`src/pcs_map.svh`:
```
`ifndef PCS_MAP_SVH
`define PCS_MAP_SVH

// apb byte offsets
`define PCS_OFS_OE_MASK0   8'h00
`define PCS_OFS_OE_MASK1   8'h04
`define PCS_OFS_OE_MASK2   8'h08
`define PCS_OFS_STEP_MASK  8'h0c
`define PCS_OFS_STEP_SIZE  8'h10
`define PCS_OFS_LIVE       8'h14
`define PCS_OFS_IRQ_STAT   8'h18
`define PCS_OFS_IRQ_MASK   8'h1c
`define PCS_OFS_FREQ_A     8'h20
`define PCS_OFS_FREQ_C     8'h24
`define PCS_OFS_FREQ_D     8'h28

// widths and counts
`define PCS_ADDR_W         8
`define PCS_N_OUT          7
`define PCS_N_LOOP         3
`define PCS_STEP_W         24

// reset values
`define PCS_RST_STEP_MASK  3'h0
`define PCS_RST_STEP_SIZE  24'h000001
`define PCS_RST_IRQ_MASK   8'h00

// live status field positions
`define PCS_LIVE_LOCK_LSB  0
`define PCS_LIVE_LOS_LSB   3
`define PCS_LIVE_OE_LSB    6

// interrupt status field positions
`define PCS_IRQ_UNLOCK_LSB 0
`define PCS_IRQ_LOS_LSB    3
`define PCS_IRQ_UP_BIT     6
`define PCS_IRQ_DOWN_BIT   7
`define PCS_IRQ_W          8

`endif

```
`src/pcs_pkg.sv`:
```
package pcs_pkg;

  typedef enum logic [1:0] {
    PCS_STEP_NONE = 2'b00,
    PCS_STEP_UP   = 2'b01,
    PCS_STEP_DOWN = 2'b10
  } pcs_step_e;

  // status pins, all active low, index 0/1/2 = loop a/c/d or input 0/1/2
  typedef struct packed {
    logic [2:0] unlocked_n;
    logic [2:0] missing_n;
  } pcs_flags_s;

  // apb answer kept together
  typedef struct packed {
    logic        ready;
    logic        slverr;
    logic [31:0] rdata;
  } pcs_apb_rsp_s;

endpackage

```
`src/pcs_top.sv`:
```
`timescale 1ns/1ps
`include "pcs_map.svh"
module pcs_top #(
  parameter int N_OUT  = `PCS_N_OUT,
  parameter int STEP_W = `PCS_STEP_W
) (
  input  wire logic                  CLK_I,
  input  wire logic                  RST_I,
  input  wire logic                  PSEL_I,
  input  wire logic                  PENABLE_I,
  input  wire logic                  PWRITE_I,
  input  wire logic [`PCS_ADDR_W-1:0] PADDR_I,
  input  wire logic [31:0]           PWDATA_I,
  output logic      [31:0]           PRDATA_O,
  output logic                       PREADY_O,
  output logic                       PSLVERR_O,
  input  wire logic                  OUT_ENABLE_PIN_FIRST_N_I,
  input  wire logic                  OUT_ENABLE_PIN_SECOND_N_I,
  input  wire logic                  OUT_ENABLE_PIN_THIRD_N_I,
  input  wire logic [2:0]            LOOP_LOCKED_I,
  input  wire logic [2:0]            INPUT_LOS_I,
  input  wire logic                  FREQ_STEP_DOWN_PIN_I,
  input  wire logic                  FREQ_STEP_UP_PIN_I,
  output logic      [N_OUT-1:0]      CLK_OUT_EN_O,
  output logic                       UNLOCKED_FLAG_LOOP_A_N_O,
  output logic                       UNLOCKED_FLAG_LOOP_C_N_O,
  output logic                       UNLOCKED_FLAG_LOOP_D_N_O,
  output logic                       INPUT_MISSING_FLAG_0_N_O,
  output logic                       INPUT_MISSING_FLAG_1_N_O,
  output logic                       INPUT_MISSING_FLAG_2_N_O,
  output logic      [2:0]            FREQ_STEP_UP_O,
  output logic      [2:0]            FREQ_STEP_DOWN_O,
  output logic                       IRQ_O
);

  localparam int NL = `PCS_N_LOOP;
  localparam int IW = `PCS_IRQ_W;

  function automatic logic rise(input logic cur, input logic prev);
    return cur & ~prev;
  endfunction

  // ---------------- apb slave ----------------
  pcs_pkg::pcs_apb_rsp_s apb_reg;
  pcs_pkg::pcs_apb_rsp_s apb_next;
  logic                  access;
  logic                  wr_done;
  logic                  hit;
  logic [31:0]           rd_data;

  logic [N_OUT-1:0]      oe_mask0_reg;
  logic [N_OUT-1:0]      oe_mask0_next;
  logic [N_OUT-1:0]      oe_mask1_reg;
  logic [N_OUT-1:0]      oe_mask1_next;
  logic [N_OUT-1:0]      oe_mask2_reg;
  logic [N_OUT-1:0]      oe_mask2_next;
  logic [NL-1:0]         step_mask_reg;
  logic [NL-1:0]         step_mask_next;
  logic [STEP_W-1:0]     step_size_reg;
  logic [STEP_W-1:0]     step_size_next;
  logic [IW-1:0]         irq_stat_reg;
  logic [IW-1:0]         irq_stat_next;
  logic [IW-1:0]         irq_mask_reg;
  logic [IW-1:0]         irq_mask_next;
  logic [31:0]           ofs_reg [NL];
  logic [31:0]           ofs_next [NL];

  // one wait state so the answer can come from flops
  always_comb begin
    access   = PSEL_I & PENABLE_I;
    wr_done  = access & apb_reg.ready & PWRITE_I;
    hit      = 1'b1;
    rd_data  = 32'h00000000;
    case (PADDR_I)
      `PCS_OFS_OE_MASK0:  rd_data = 32'(oe_mask0_reg);
      `PCS_OFS_OE_MASK1:  rd_data = 32'(oe_mask1_reg);
      `PCS_OFS_OE_MASK2:  rd_data = 32'(oe_mask2_reg);
      `PCS_OFS_STEP_MASK: rd_data = 32'(step_mask_reg);
      `PCS_OFS_STEP_SIZE: rd_data = 32'(step_size_reg);
      `PCS_OFS_LIVE: begin
        rd_data[`PCS_LIVE_LOCK_LSB +: 3] = LOOP_LOCKED_I;
        rd_data[`PCS_LIVE_LOS_LSB +: 3]  = INPUT_LOS_I;
        rd_data[`PCS_LIVE_OE_LSB +: 3]   = {OUT_ENABLE_PIN_THIRD_N_I,
                                            OUT_ENABLE_PIN_SECOND_N_I,
                                            OUT_ENABLE_PIN_FIRST_N_I};
      end
      `PCS_OFS_IRQ_STAT:  rd_data = 32'(irq_stat_reg);
      `PCS_OFS_IRQ_MASK:  rd_data = 32'(irq_mask_reg);
      `PCS_OFS_FREQ_A:    rd_data = ofs_reg[0];
      `PCS_OFS_FREQ_C:    rd_data = ofs_reg[1];
      `PCS_OFS_FREQ_D:    rd_data = ofs_reg[2];
      default:            hit = 1'b0;
    endcase
    apb_next       = apb_reg;
    apb_next.ready = access & ~apb_reg.ready;
    if (access & ~apb_reg.ready) begin
      apb_next.rdata  = PWRITE_I ? 32'h00000000 : rd_data;
      apb_next.slverr = ~hit;
    end
  end

  always_ff @(posedge CLK_I or posedge RST_I) begin
    if (RST_I) begin
      apb_reg <= '0;
    end else begin
      apb_reg <= apb_next;
    end
  end

  assign PRDATA_O  = apb_reg.rdata;
  assign PREADY_O  = apb_reg.ready;
  assign PSLVERR_O = apb_reg.slverr;

  // ---------------- configuration registers ----------------
  always_comb begin
    oe_mask0_next  = oe_mask0_reg;
    oe_mask1_next  = oe_mask1_reg;
    oe_mask2_next  = oe_mask2_reg;
    step_mask_next = step_mask_reg;
    step_size_next = step_size_reg;
    irq_mask_next  = irq_mask_reg;
    if (wr_done) begin
      case (PADDR_I)
        `PCS_OFS_OE_MASK0:  oe_mask0_next  = PWDATA_I[N_OUT-1:0];
        `PCS_OFS_OE_MASK1:  oe_mask1_next  = PWDATA_I[N_OUT-1:0];
        `PCS_OFS_OE_MASK2:  oe_mask2_next  = PWDATA_I[N_OUT-1:0];
        `PCS_OFS_STEP_MASK: step_mask_next = PWDATA_I[NL-1:0];
        `PCS_OFS_STEP_SIZE: step_size_next = PWDATA_I[STEP_W-1:0];
        `PCS_OFS_IRQ_MASK:  irq_mask_next  = PWDATA_I[IW-1:0];
        default:            ;
      endcase
    end
  end

  always_ff @(posedge CLK_I or posedge RST_I) begin
    if (RST_I) begin
      oe_mask0_reg  <= {N_OUT{1'b1}};
      oe_mask1_reg  <= '0;
      oe_mask2_reg  <= '0;
      step_mask_reg <= `PCS_RST_STEP_MASK;
      step_size_reg <= STEP_W'(`PCS_RST_STEP_SIZE);
      irq_mask_reg  <= `PCS_RST_IRQ_MASK;
    end else begin
      oe_mask0_reg  <= oe_mask0_next;
      oe_mask1_reg  <= oe_mask1_next;
      oe_mask2_reg  <= oe_mask2_next;
      step_mask_reg <= step_mask_next;
      step_size_reg <= step_size_next;
      irq_mask_reg  <= irq_mask_next;
    end
  end

  // ---------------- output enables ----------------
  logic [N_OUT-1:0] clk_en_reg;
  logic [N_OUT-1:0] clk_en_next;

  // an output no mask claims stays enabled
  always_comb begin
    for (int i = 0; i < N_OUT; i++) begin
      clk_en_next[i] = ~((oe_mask0_reg[i] & OUT_ENABLE_PIN_FIRST_N_I) |
                         (oe_mask1_reg[i] & OUT_ENABLE_PIN_SECOND_N_I) |
                         (oe_mask2_reg[i] & OUT_ENABLE_PIN_THIRD_N_I));
    end
  end

  always_ff @(posedge CLK_I or posedge RST_I) begin
    if (RST_I) begin
      clk_en_reg <= '0;
    end else begin
      clk_en_reg <= clk_en_next;
    end
  end

  assign CLK_OUT_EN_O = clk_en_reg;

  // ---------------- status pins ----------------
  pcs_pkg::pcs_flags_s flags_reg;
  pcs_pkg::pcs_flags_s flags_next;

  always_comb begin
    flags_next.unlocked_n = LOOP_LOCKED_I;
    flags_next.missing_n  = ~INPUT_LOS_I;
  end

  // reset shows unlocked and missing until the first real sample
  always_ff @(posedge CLK_I or posedge RST_I) begin
    if (RST_I) begin
      flags_reg <= '0;
    end else begin
      flags_reg <= flags_next;
    end
  end

  assign UNLOCKED_FLAG_LOOP_A_N_O = flags_reg.unlocked_n[0];
  assign UNLOCKED_FLAG_LOOP_C_N_O = flags_reg.unlocked_n[1];
  assign UNLOCKED_FLAG_LOOP_D_N_O = flags_reg.unlocked_n[2];
  assign INPUT_MISSING_FLAG_0_N_O = flags_reg.missing_n[0];
  assign INPUT_MISSING_FLAG_1_N_O = flags_reg.missing_n[1];
  assign INPUT_MISSING_FLAG_2_N_O = flags_reg.missing_n[2];

  // ---------------- frequency stepping ----------------
  logic              up_prev_reg;
  logic              dn_prev_reg;
  logic [2:0]        up_pls_reg;
  logic [2:0]        up_pls_next;
  logic [2:0]        dn_pls_reg;
  logic [2:0]        dn_pls_next;
  logic [31:0]       step_ext;
  pcs_pkg::pcs_step_e step_cmd;

  assign step_ext = 32'(step_size_reg);

  // both pins rising together cancel: no step either way
  always_comb begin
    case ({rise(FREQ_STEP_DOWN_PIN_I, dn_prev_reg),
           rise(FREQ_STEP_UP_PIN_I, up_prev_reg)})
      2'b01:   step_cmd = pcs_pkg::PCS_STEP_UP;
      2'b10:   step_cmd = pcs_pkg::PCS_STEP_DOWN;
      default: step_cmd = pcs_pkg::PCS_STEP_NONE;
    endcase
    for (int k = 0; k < NL; k++) begin
      ofs_next[k]    = ofs_reg[k];
      up_pls_next[k] = 1'b0;
      dn_pls_next[k] = 1'b0;
      if (!step_mask_reg[k]) begin
        case (step_cmd)
          pcs_pkg::PCS_STEP_UP: begin
            ofs_next[k]    = ofs_reg[k] + step_ext;
            up_pls_next[k] = 1'b1;
          end
          pcs_pkg::PCS_STEP_DOWN: begin
            ofs_next[k]    = ofs_reg[k] - step_ext;
            dn_pls_next[k] = 1'b1;
          end
          default: ;
        endcase
      end
    end
  end

  // prev flops start high so a pin held high at reset is no step
  always_ff @(posedge CLK_I or posedge RST_I) begin
    if (RST_I) begin
      up_prev_reg <= 1'b1;
      dn_prev_reg <= 1'b1;
      up_pls_reg  <= '0;
      dn_pls_reg  <= '0;
      for (int k = 0; k < NL; k++) begin
        ofs_reg[k] <= 32'h00000000;
      end
    end else begin
      up_prev_reg <= FREQ_STEP_UP_PIN_I;
      dn_prev_reg <= FREQ_STEP_DOWN_PIN_I;
      up_pls_reg  <= up_pls_next;
      dn_pls_reg  <= dn_pls_next;
      for (int k = 0; k < NL; k++) begin
        ofs_reg[k] <= ofs_next[k];
      end
    end
  end

  assign FREQ_STEP_UP_O   = up_pls_reg;
  assign FREQ_STEP_DOWN_O = dn_pls_reg;

  // ---------------- interrupts ----------------
  logic [IW-1:0] events;
  logic [IW-1:0] w1c;
  logic          irq_reg;
  logic          irq_next;

  // set wins over a clear in the same cycle
  always_comb begin
    events = '0;
    events[`PCS_IRQ_UNLOCK_LSB +: 3] = flags_reg.unlocked_n & ~LOOP_LOCKED_I;
    events[`PCS_IRQ_LOS_LSB +: 3]    = flags_reg.missing_n & INPUT_LOS_I;
    events[`PCS_IRQ_UP_BIT]          = |up_pls_next;
    events[`PCS_IRQ_DOWN_BIT]        = |dn_pls_next;
    w1c = (wr_done && PADDR_I == `PCS_OFS_IRQ_STAT) ? PWDATA_I[IW-1:0] : '0;
    irq_stat_next = (irq_stat_reg & ~w1c) | events;
    // built from next values so the pin has no extra cycle of lag
    irq_next      = |(irq_stat_next & irq_mask_next);
  end

  always_ff @(posedge CLK_I or posedge RST_I) begin
    if (RST_I) begin
      irq_stat_reg <= '0;
      irq_reg      <= 1'b0;
    end else begin
      irq_stat_reg <= irq_stat_next;
      irq_reg      <= irq_next;
    end
  end

  assign IRQ_O = irq_reg;

  // ---------------- assertions ----------------
  AST_OE_PIN_MASKED: assert property (@(posedge CLK_I) disable iff (RST_I)
    OUT_ENABLE_PIN_SECOND_N_I && oe_mask1_reg[0] |=> !CLK_OUT_EN_O[0])
    else $error("masked output not disabled by second pin");

  AST_OE_UNMASKED: assert property (@(posedge CLK_I) disable iff (RST_I)
    !oe_mask0_reg[1] && !oe_mask1_reg[1] && !oe_mask2_reg[1]
      |=> CLK_OUT_EN_O[1])
    else $error("unclaimed output was disabled");

  AST_OE_DEFAULT: assert property (@(posedge CLK_I) disable iff (RST_I)
    !RST_I && &oe_mask0_reg && oe_mask1_reg == '0 && oe_mask2_reg == '0
      |-> ##1 (CLK_OUT_EN_O == {N_OUT{!$past(OUT_ENABLE_PIN_FIRST_N_I)}}))
    else $error("default mapping not governed by first pin");

  AST_UNLOCK_LOW: assert property (@(posedge CLK_I) disable iff (RST_I)
    !LOOP_LOCKED_I[0] |=> !UNLOCKED_FLAG_LOOP_A_N_O)
    else $error("loop a unlocked but flag high");

  AST_LOCK_HIGH: assert property (@(posedge CLK_I) disable iff (RST_I)
    LOOP_LOCKED_I[2] |=> UNLOCKED_FLAG_LOOP_D_N_O)
    else $error("loop d locked but flag low");

  AST_LOS_FOLLOW: assert property (@(posedge CLK_I) disable iff (RST_I)
    !RST_I |=> INPUT_MISSING_FLAG_1_N_O == !$past(INPUT_LOS_I[1]))
    else $error("input 1 missing flag does not follow status");

  AST_STEP_DOWN: assert property (@(posedge CLK_I) disable iff (RST_I)
    FREQ_STEP_DOWN_PIN_I && !dn_prev_reg && !(FREQ_STEP_UP_PIN_I && !up_prev_reg)
      && !step_mask_reg[0]
      |=> FREQ_STEP_DOWN_O[0]
          && ofs_reg[0] == $past(ofs_reg[0]) - $past(step_ext))
    else $error("decrement did not lower loop a by one step");

  AST_STEP_UP: assert property (@(posedge CLK_I) disable iff (RST_I)
    FREQ_STEP_UP_PIN_I && !up_prev_reg && !(FREQ_STEP_DOWN_PIN_I && !dn_prev_reg)
      && !step_mask_reg[1]
      |=> FREQ_STEP_UP_O[1]
          && ofs_reg[1] == $past(ofs_reg[1]) + $past(step_ext))
    else $error("increment did not raise loop c by one step");

  AST_STEP_MASKED: assert property (@(posedge CLK_I) disable iff (RST_I)
    step_mask_reg[2] |=> !FREQ_STEP_UP_O[2] && !FREQ_STEP_DOWN_O[2]
                         && $stable(ofs_reg[2]))
    else $error("masked loop d changed frequency");

  AST_APB_WAIT: assert property (@(posedge CLK_I) disable iff (RST_I)
    PSEL_I && PENABLE_I && !PREADY_O |=> PREADY_O)
    else $error("apb answer later than one wait state");

  AST_IRQ_LEVEL: assert property (@(posedge CLK_I) disable iff (RST_I)
    IRQ_O == |(irq_stat_reg & irq_mask_reg))
    else $error("interrupt level differs from unmasked status");

endmodule

```
`config.mk`:
```
export PLATFORM = sky130hd
export DESIGN_NAME = pcs_top
export DESIGN_NICKNAME = d
export VERILOG_FILES = /design/src/pcs_pkg.sv /design/src/pcs_top.sv
export VERILOG_INCLUDE_DIRS = /design/src /design/src/src
export SDC_FILE = /design/constraint.sdc
export NUM_CORES = 1
export LEC_CHECK = 0
export BUFFER_PORTS_ARGS = -buffer_cell sky130_fd_sc_hd__buf_4
export CAP_MARGIN = 20
export CORE_MARGIN = 2
export CORE_UTILIZATION = 55
export DETAILED_ROUTE_END_ITERATION = 8
export PLACE_DENSITY = 0.78
export SLEW_MARGIN = 10
export SYNTH_ARGS = -nofsm -noshare
export SYNTH_HDL_FRONTEND = slang
export SYNTH_SLANG_ARGS = --single-unit
export TNS_END_PERCENT = 1
```
`constraint.sdc`:
```
create_clock -name CLK_I -period 13.7 [get_ports CLK_I]
set_clock_uncertainty 0.2 [all_clocks]
set_input_delay 2.74 -clock CLK_I [delete_from_list [all_inputs] [get_ports CLK_I]]
set_output_delay 2.74 -clock CLK_I [all_outputs]
set_load 0.01 [all_outputs]
```
==> run metrics <==
Core Box Area 26,730 sq um; Longest Clk Path Bufs 3; DR vias/cell 6.389; Pre-antenna DRT Iters 9; Ant. Diodes 0; worst min-delay path class flop to flop; worst-margin pin slew 1.014 ns; count of flip-flops with a built-in enable after synthesis 0; critical path type input port to flop; CTS buffer count 25; routability cong. 0.9572; Reg power frac 34.4%; Setup crit start FREQ_STEP_UP_PIN_I; Crit path buffers/inverters 3; Root Buffer clkbuf_16; PwrDens 175.9 nW/um^2; CTS Hold Bufs 0; Synth Area in Compound Gates 20.78%; Die Area 28,320 sq um; final std cells w/o fill 2,011; CP Launch Type input port; setup bufs post-CTS 0; cell count after synthesis 1,600; Util after Layout 62.57%; vias in the first global route 12.56k; initial antenna violation count 0; crit share post-route 60.85%; Seq cells post-synth 216; Synth Area in Simple Gates 15.68%; beginning of the worst hold path PRDATA_O[9]$_DFFE_PP0P_; critical path's largest stage delay 0.63 ns; combinational share of power 41.0%; remaining antenna violation count 0; status finished clean; Seq/Total Area, Yosys 36.49%; Synth Area in Adders 6.616%; Port Buffers 101; Post-Syn Area 14,850 sq um; worst-path fanout max 45; GRT overflow 0; Area Growth Syn to Fin 12.63%; Die Ht 168.3 um; Switch Pwr 1.165 mW; critical path endpoint category flop; synth warn 0; number of flip-flops in the largest register 96; final hold viol count 0; largest net degree at the start of global routing 149; CP delay by family, top compound AO/OA/AOI/OAI gates; H-tree Lvls 1; final WL 40,990 um; mean routed wirelength per cell 20.38 um; Internal Power 1.776 mW; Sink Count 216; via count 12.85k; Critical Path, Cell by Cell buf_4 -> nor2b_1 -> inv_1 -> ha_2 -> buf_4 -> mux2i_1 -> fa_1 -> a211oi_1 -> nor2_1 -> o311ai_0 -> o211ai_1 -> a2bb2oi_2 -> nor3_2 -> a2111oi_2 -> nor3_2 -> a221oi_2 -> maj3_2 -> o21ai_2 -> maj3_4 -> a221oi_2 -> nor4b_1 -> nand3b_1; main combinational cell family by area after synthesis compound AO/OA/AOI/OAI gates; syn_area_per_cell 9.279 sq um; # setup viols final 0; Rows 60; layout cells sized above 1 18.02%; post-CTS sizing 0; Slowest-stage cell, CP o311ai_0; Async SR Flop Fraction 100.0%; die width 168.3 um; Synth Flop Type dfrtp_1; placed insts 1,964; total power 2.941 mW; Total GRT Usage 28.77%; placed cell area 15,790 sq um; fmax 0.1200 GHz; xor/xnor share of the synthesized area 11.74%; setup TNS 0 ns; Relative slew margins 31.93%; io pins 110; Max Cap Viol 0; clk_lat worst skew 0.55 ns; Sw Share 39.62%; Layout Nets 1,751; RR Startpoint up_prev_reg$_DFF_PP1_; Lkg Pwr 6.964 nW; Iter 0 DRT Violations 1,359; RSZ-0062 raised after global routing no; Syn Nets 1,698; WP data required 13.93 ns; peak supply drop 0.1306 mV; post-detail-place hpwl 28,440 um; DRC 0; fin crit period 8.336 ns; multiplexer share of the synthesized area 4.458%; first-pass GRT wire length 65,810 um; Synth cell types 104; cell area after layout 16,720 sq um; Worst-path clk slew 0.06 ns; Clock power frac 24.6%; CP arrival 8.56 ns; CTS tree done; count of final max-slew check failures 0; starting density of the core 55.55%
## worst paths after layout
path / to / slack (ns) / depth (start not counted)
worst max-delay path: ofs_reg[62]$_DFFE_PP0P_ / 5.36 / 22
worst min-delay path: PRDATA_O[9]$_DFFE_PP0P_ / 0.28 / 2
worst max register to register: ofs_reg[62]$_DFFE_PP0P_ / 7.24 / 21
worst min register to register: PRDATA_O[9]$_DFFE_PP0P_ / 0.28 / 2
max in group asynchronous: ofs_reg[84]$_DFFE_PP0P_ / 10.12 / 3
min in group asynchronous: ofs_reg[43]$_DFFE_PP0P_ / 1.95 / 2
## worst register-to-register path: stages (launching register included)
cell       delay, ns
dfstp_2         0.51
nor2b_1         0.05
inv_1           0.06
ha_2            0.15
buf_4           0.44
mux2i_1         0.38
fa_1            0.54
a211oi_1        0.25
nor2_1          0.12
o311ai_0        0.63
o211ai_1        0.30
a2bb2oi_2       0.28
nor3_2          0.09
a2111oi_2       0.48
nor3_2          0.18
a221oi_2        0.34
maj3_2          0.31
o21ai_2         0.09
maj3_4          0.38
a221oi_2        0.30
nor4b_1         0.09
nand3b_1        0.18
## per-layer routing
metal  track usage [%]  vias to the layer above  wire, um
met5                 0                        -         0
met4             10.31                        0      1297
met3             4.607                       87      3383
met2             46.36                      594     18870
met1             39.45                     6248     17440
li1                  -                     5920         -
## stage by stage
| step | hold slack, ns | setup WS (ns) |
|---|---|---|
| final | 0.2786 | 5.364 |
| after global routing | 0.3063 | 5.129 |
| after CTS | 0.2833 | 5.448 |
| after detailed placement | 0.2712 | 4.921 |
| after global placement | 0.2639 | 5.020 |
| after floorplan | 0.2445 | 4.869 |
## cells in the final DEF, fill, tap and decap left out, types with 11 or more instances in the layout
| master | n |
|---|---|
| o21ai_0 | 98 |
| buf_4 | 122 |
| nor2_1 | 103 |
| nand3_1 | 22 |
| and2_1 | 16 |
| dfrtp_1 | 206 |
| a22oi_1 | 23 |
| a31oi_1 | 17 |
| maj3_1 | 33 |
| a21oi_1 | 66 |
| nor2b_1 | 16 |
| mux2_2 | 57 |
| nand2_1 | 190 |
| ha_1 | 38 |
| or2_2 | 11 |
| nand4_1 | 14 |
| nand2b_1 | 11 |
| a21boi_0 | 18 |
| clkbuf_16 | 25 |
| a22o_1 | 16 |
| a222oi_1 | 43 |
| nor4_1 | 13 |
| inv_1 | 51 |
| xnor2_1 | 134 |
| a21o_1 | 15 |
| nor3_1 | 24 |
| xor2_1 | 36 |
| o31ai_1 | 15 |
## power groups by stage
stage	clock network [mW]	logic [mW]	registers, mW
global placement	0	1.14	1.01
finish	0.724	1.21	1.01
detailed placement	0	1.18	1.01
floorplan	0	1.04	0.895
global route	0.756	1.34	1.03
CTS	0.735	1.19	1.00
## cells by family (layout without fill, tap and decap cells)
logic type / count (synthesis) / count (layout)
buffers and inverters: 152 / 222
AND/OR/NAND/NOR: 481 / 481
AO/OA/AOI/OAI: 425 / 425
XOR/XNOR: 183 / 183
adder cells (fa/ha/maj): 84 / 84
flip-flops: 216 / 216
multiplexers: 59 / 59
## cells in the mapped netlist (all sizes together) (5+ instances only)
cell | count | area (sq um)
or3 | 10 | 62.56
o21ai | 107 | 543.0
a22o | 16 | 140.1
o21bai | 5 | 37.54
dfrtp | 206 | 5155
o221ai | 10 | 87.58
nand2b | 11 | 68.82
nand3b | 9 | 67.56
nor3 | 28 | 160.2
nor4 | 15 | 123.9
and3 | 9 | 56.30
clkbuf | 72 | 272.8
a21o | 15 | 112.6
a21oi | 69 | 356.6
a2111oi | 5 | 62.56
a221oi | 8 | 95.09
dfstp | 10 | 262.8
nor2b | 16 | 100.1
or2 | 12 | 75.08
a21boi | 19 | 142.6
a211oi | 10 | 75.07
a41oi | 6 | 67.56
and2 | 18 | 115.1
a31oi | 19 | 140.1
ha | 39 | 488.0
nand2 | 190 | 713.2
o211ai | 8 | 60.06
a222oi | 43 | 430.4
nand4 | 14 | 87.58
o31ai | 15 | 112.6
mux2 | 57 | 641.9
nor2 | 108 | 407.9
inv | 52 | 195.2
buf | 27 | 156.4
maj3 | 42 | 434.2
nand3 | 22 | 110.1
xor2 | 37 | 331.6
xnor3 | 5 | 112.6
xnor2 | 140 | 1275
a22oi | 24 | 185.2
## cell type report
cell class                      count  area (sq um)
Multi-Input combinational cell   1232          8821
Clock inverter                     10         167.7
Tap cell                          341         426.7
Clock buffer                       34         719.4
Timing Repair Buffer              125         963.4
Sequential cell                   216          5418
Fill cell                        2190         10000
Inverter                           53         206.4
Note: power is estimated with default switching activity, not from simulation.
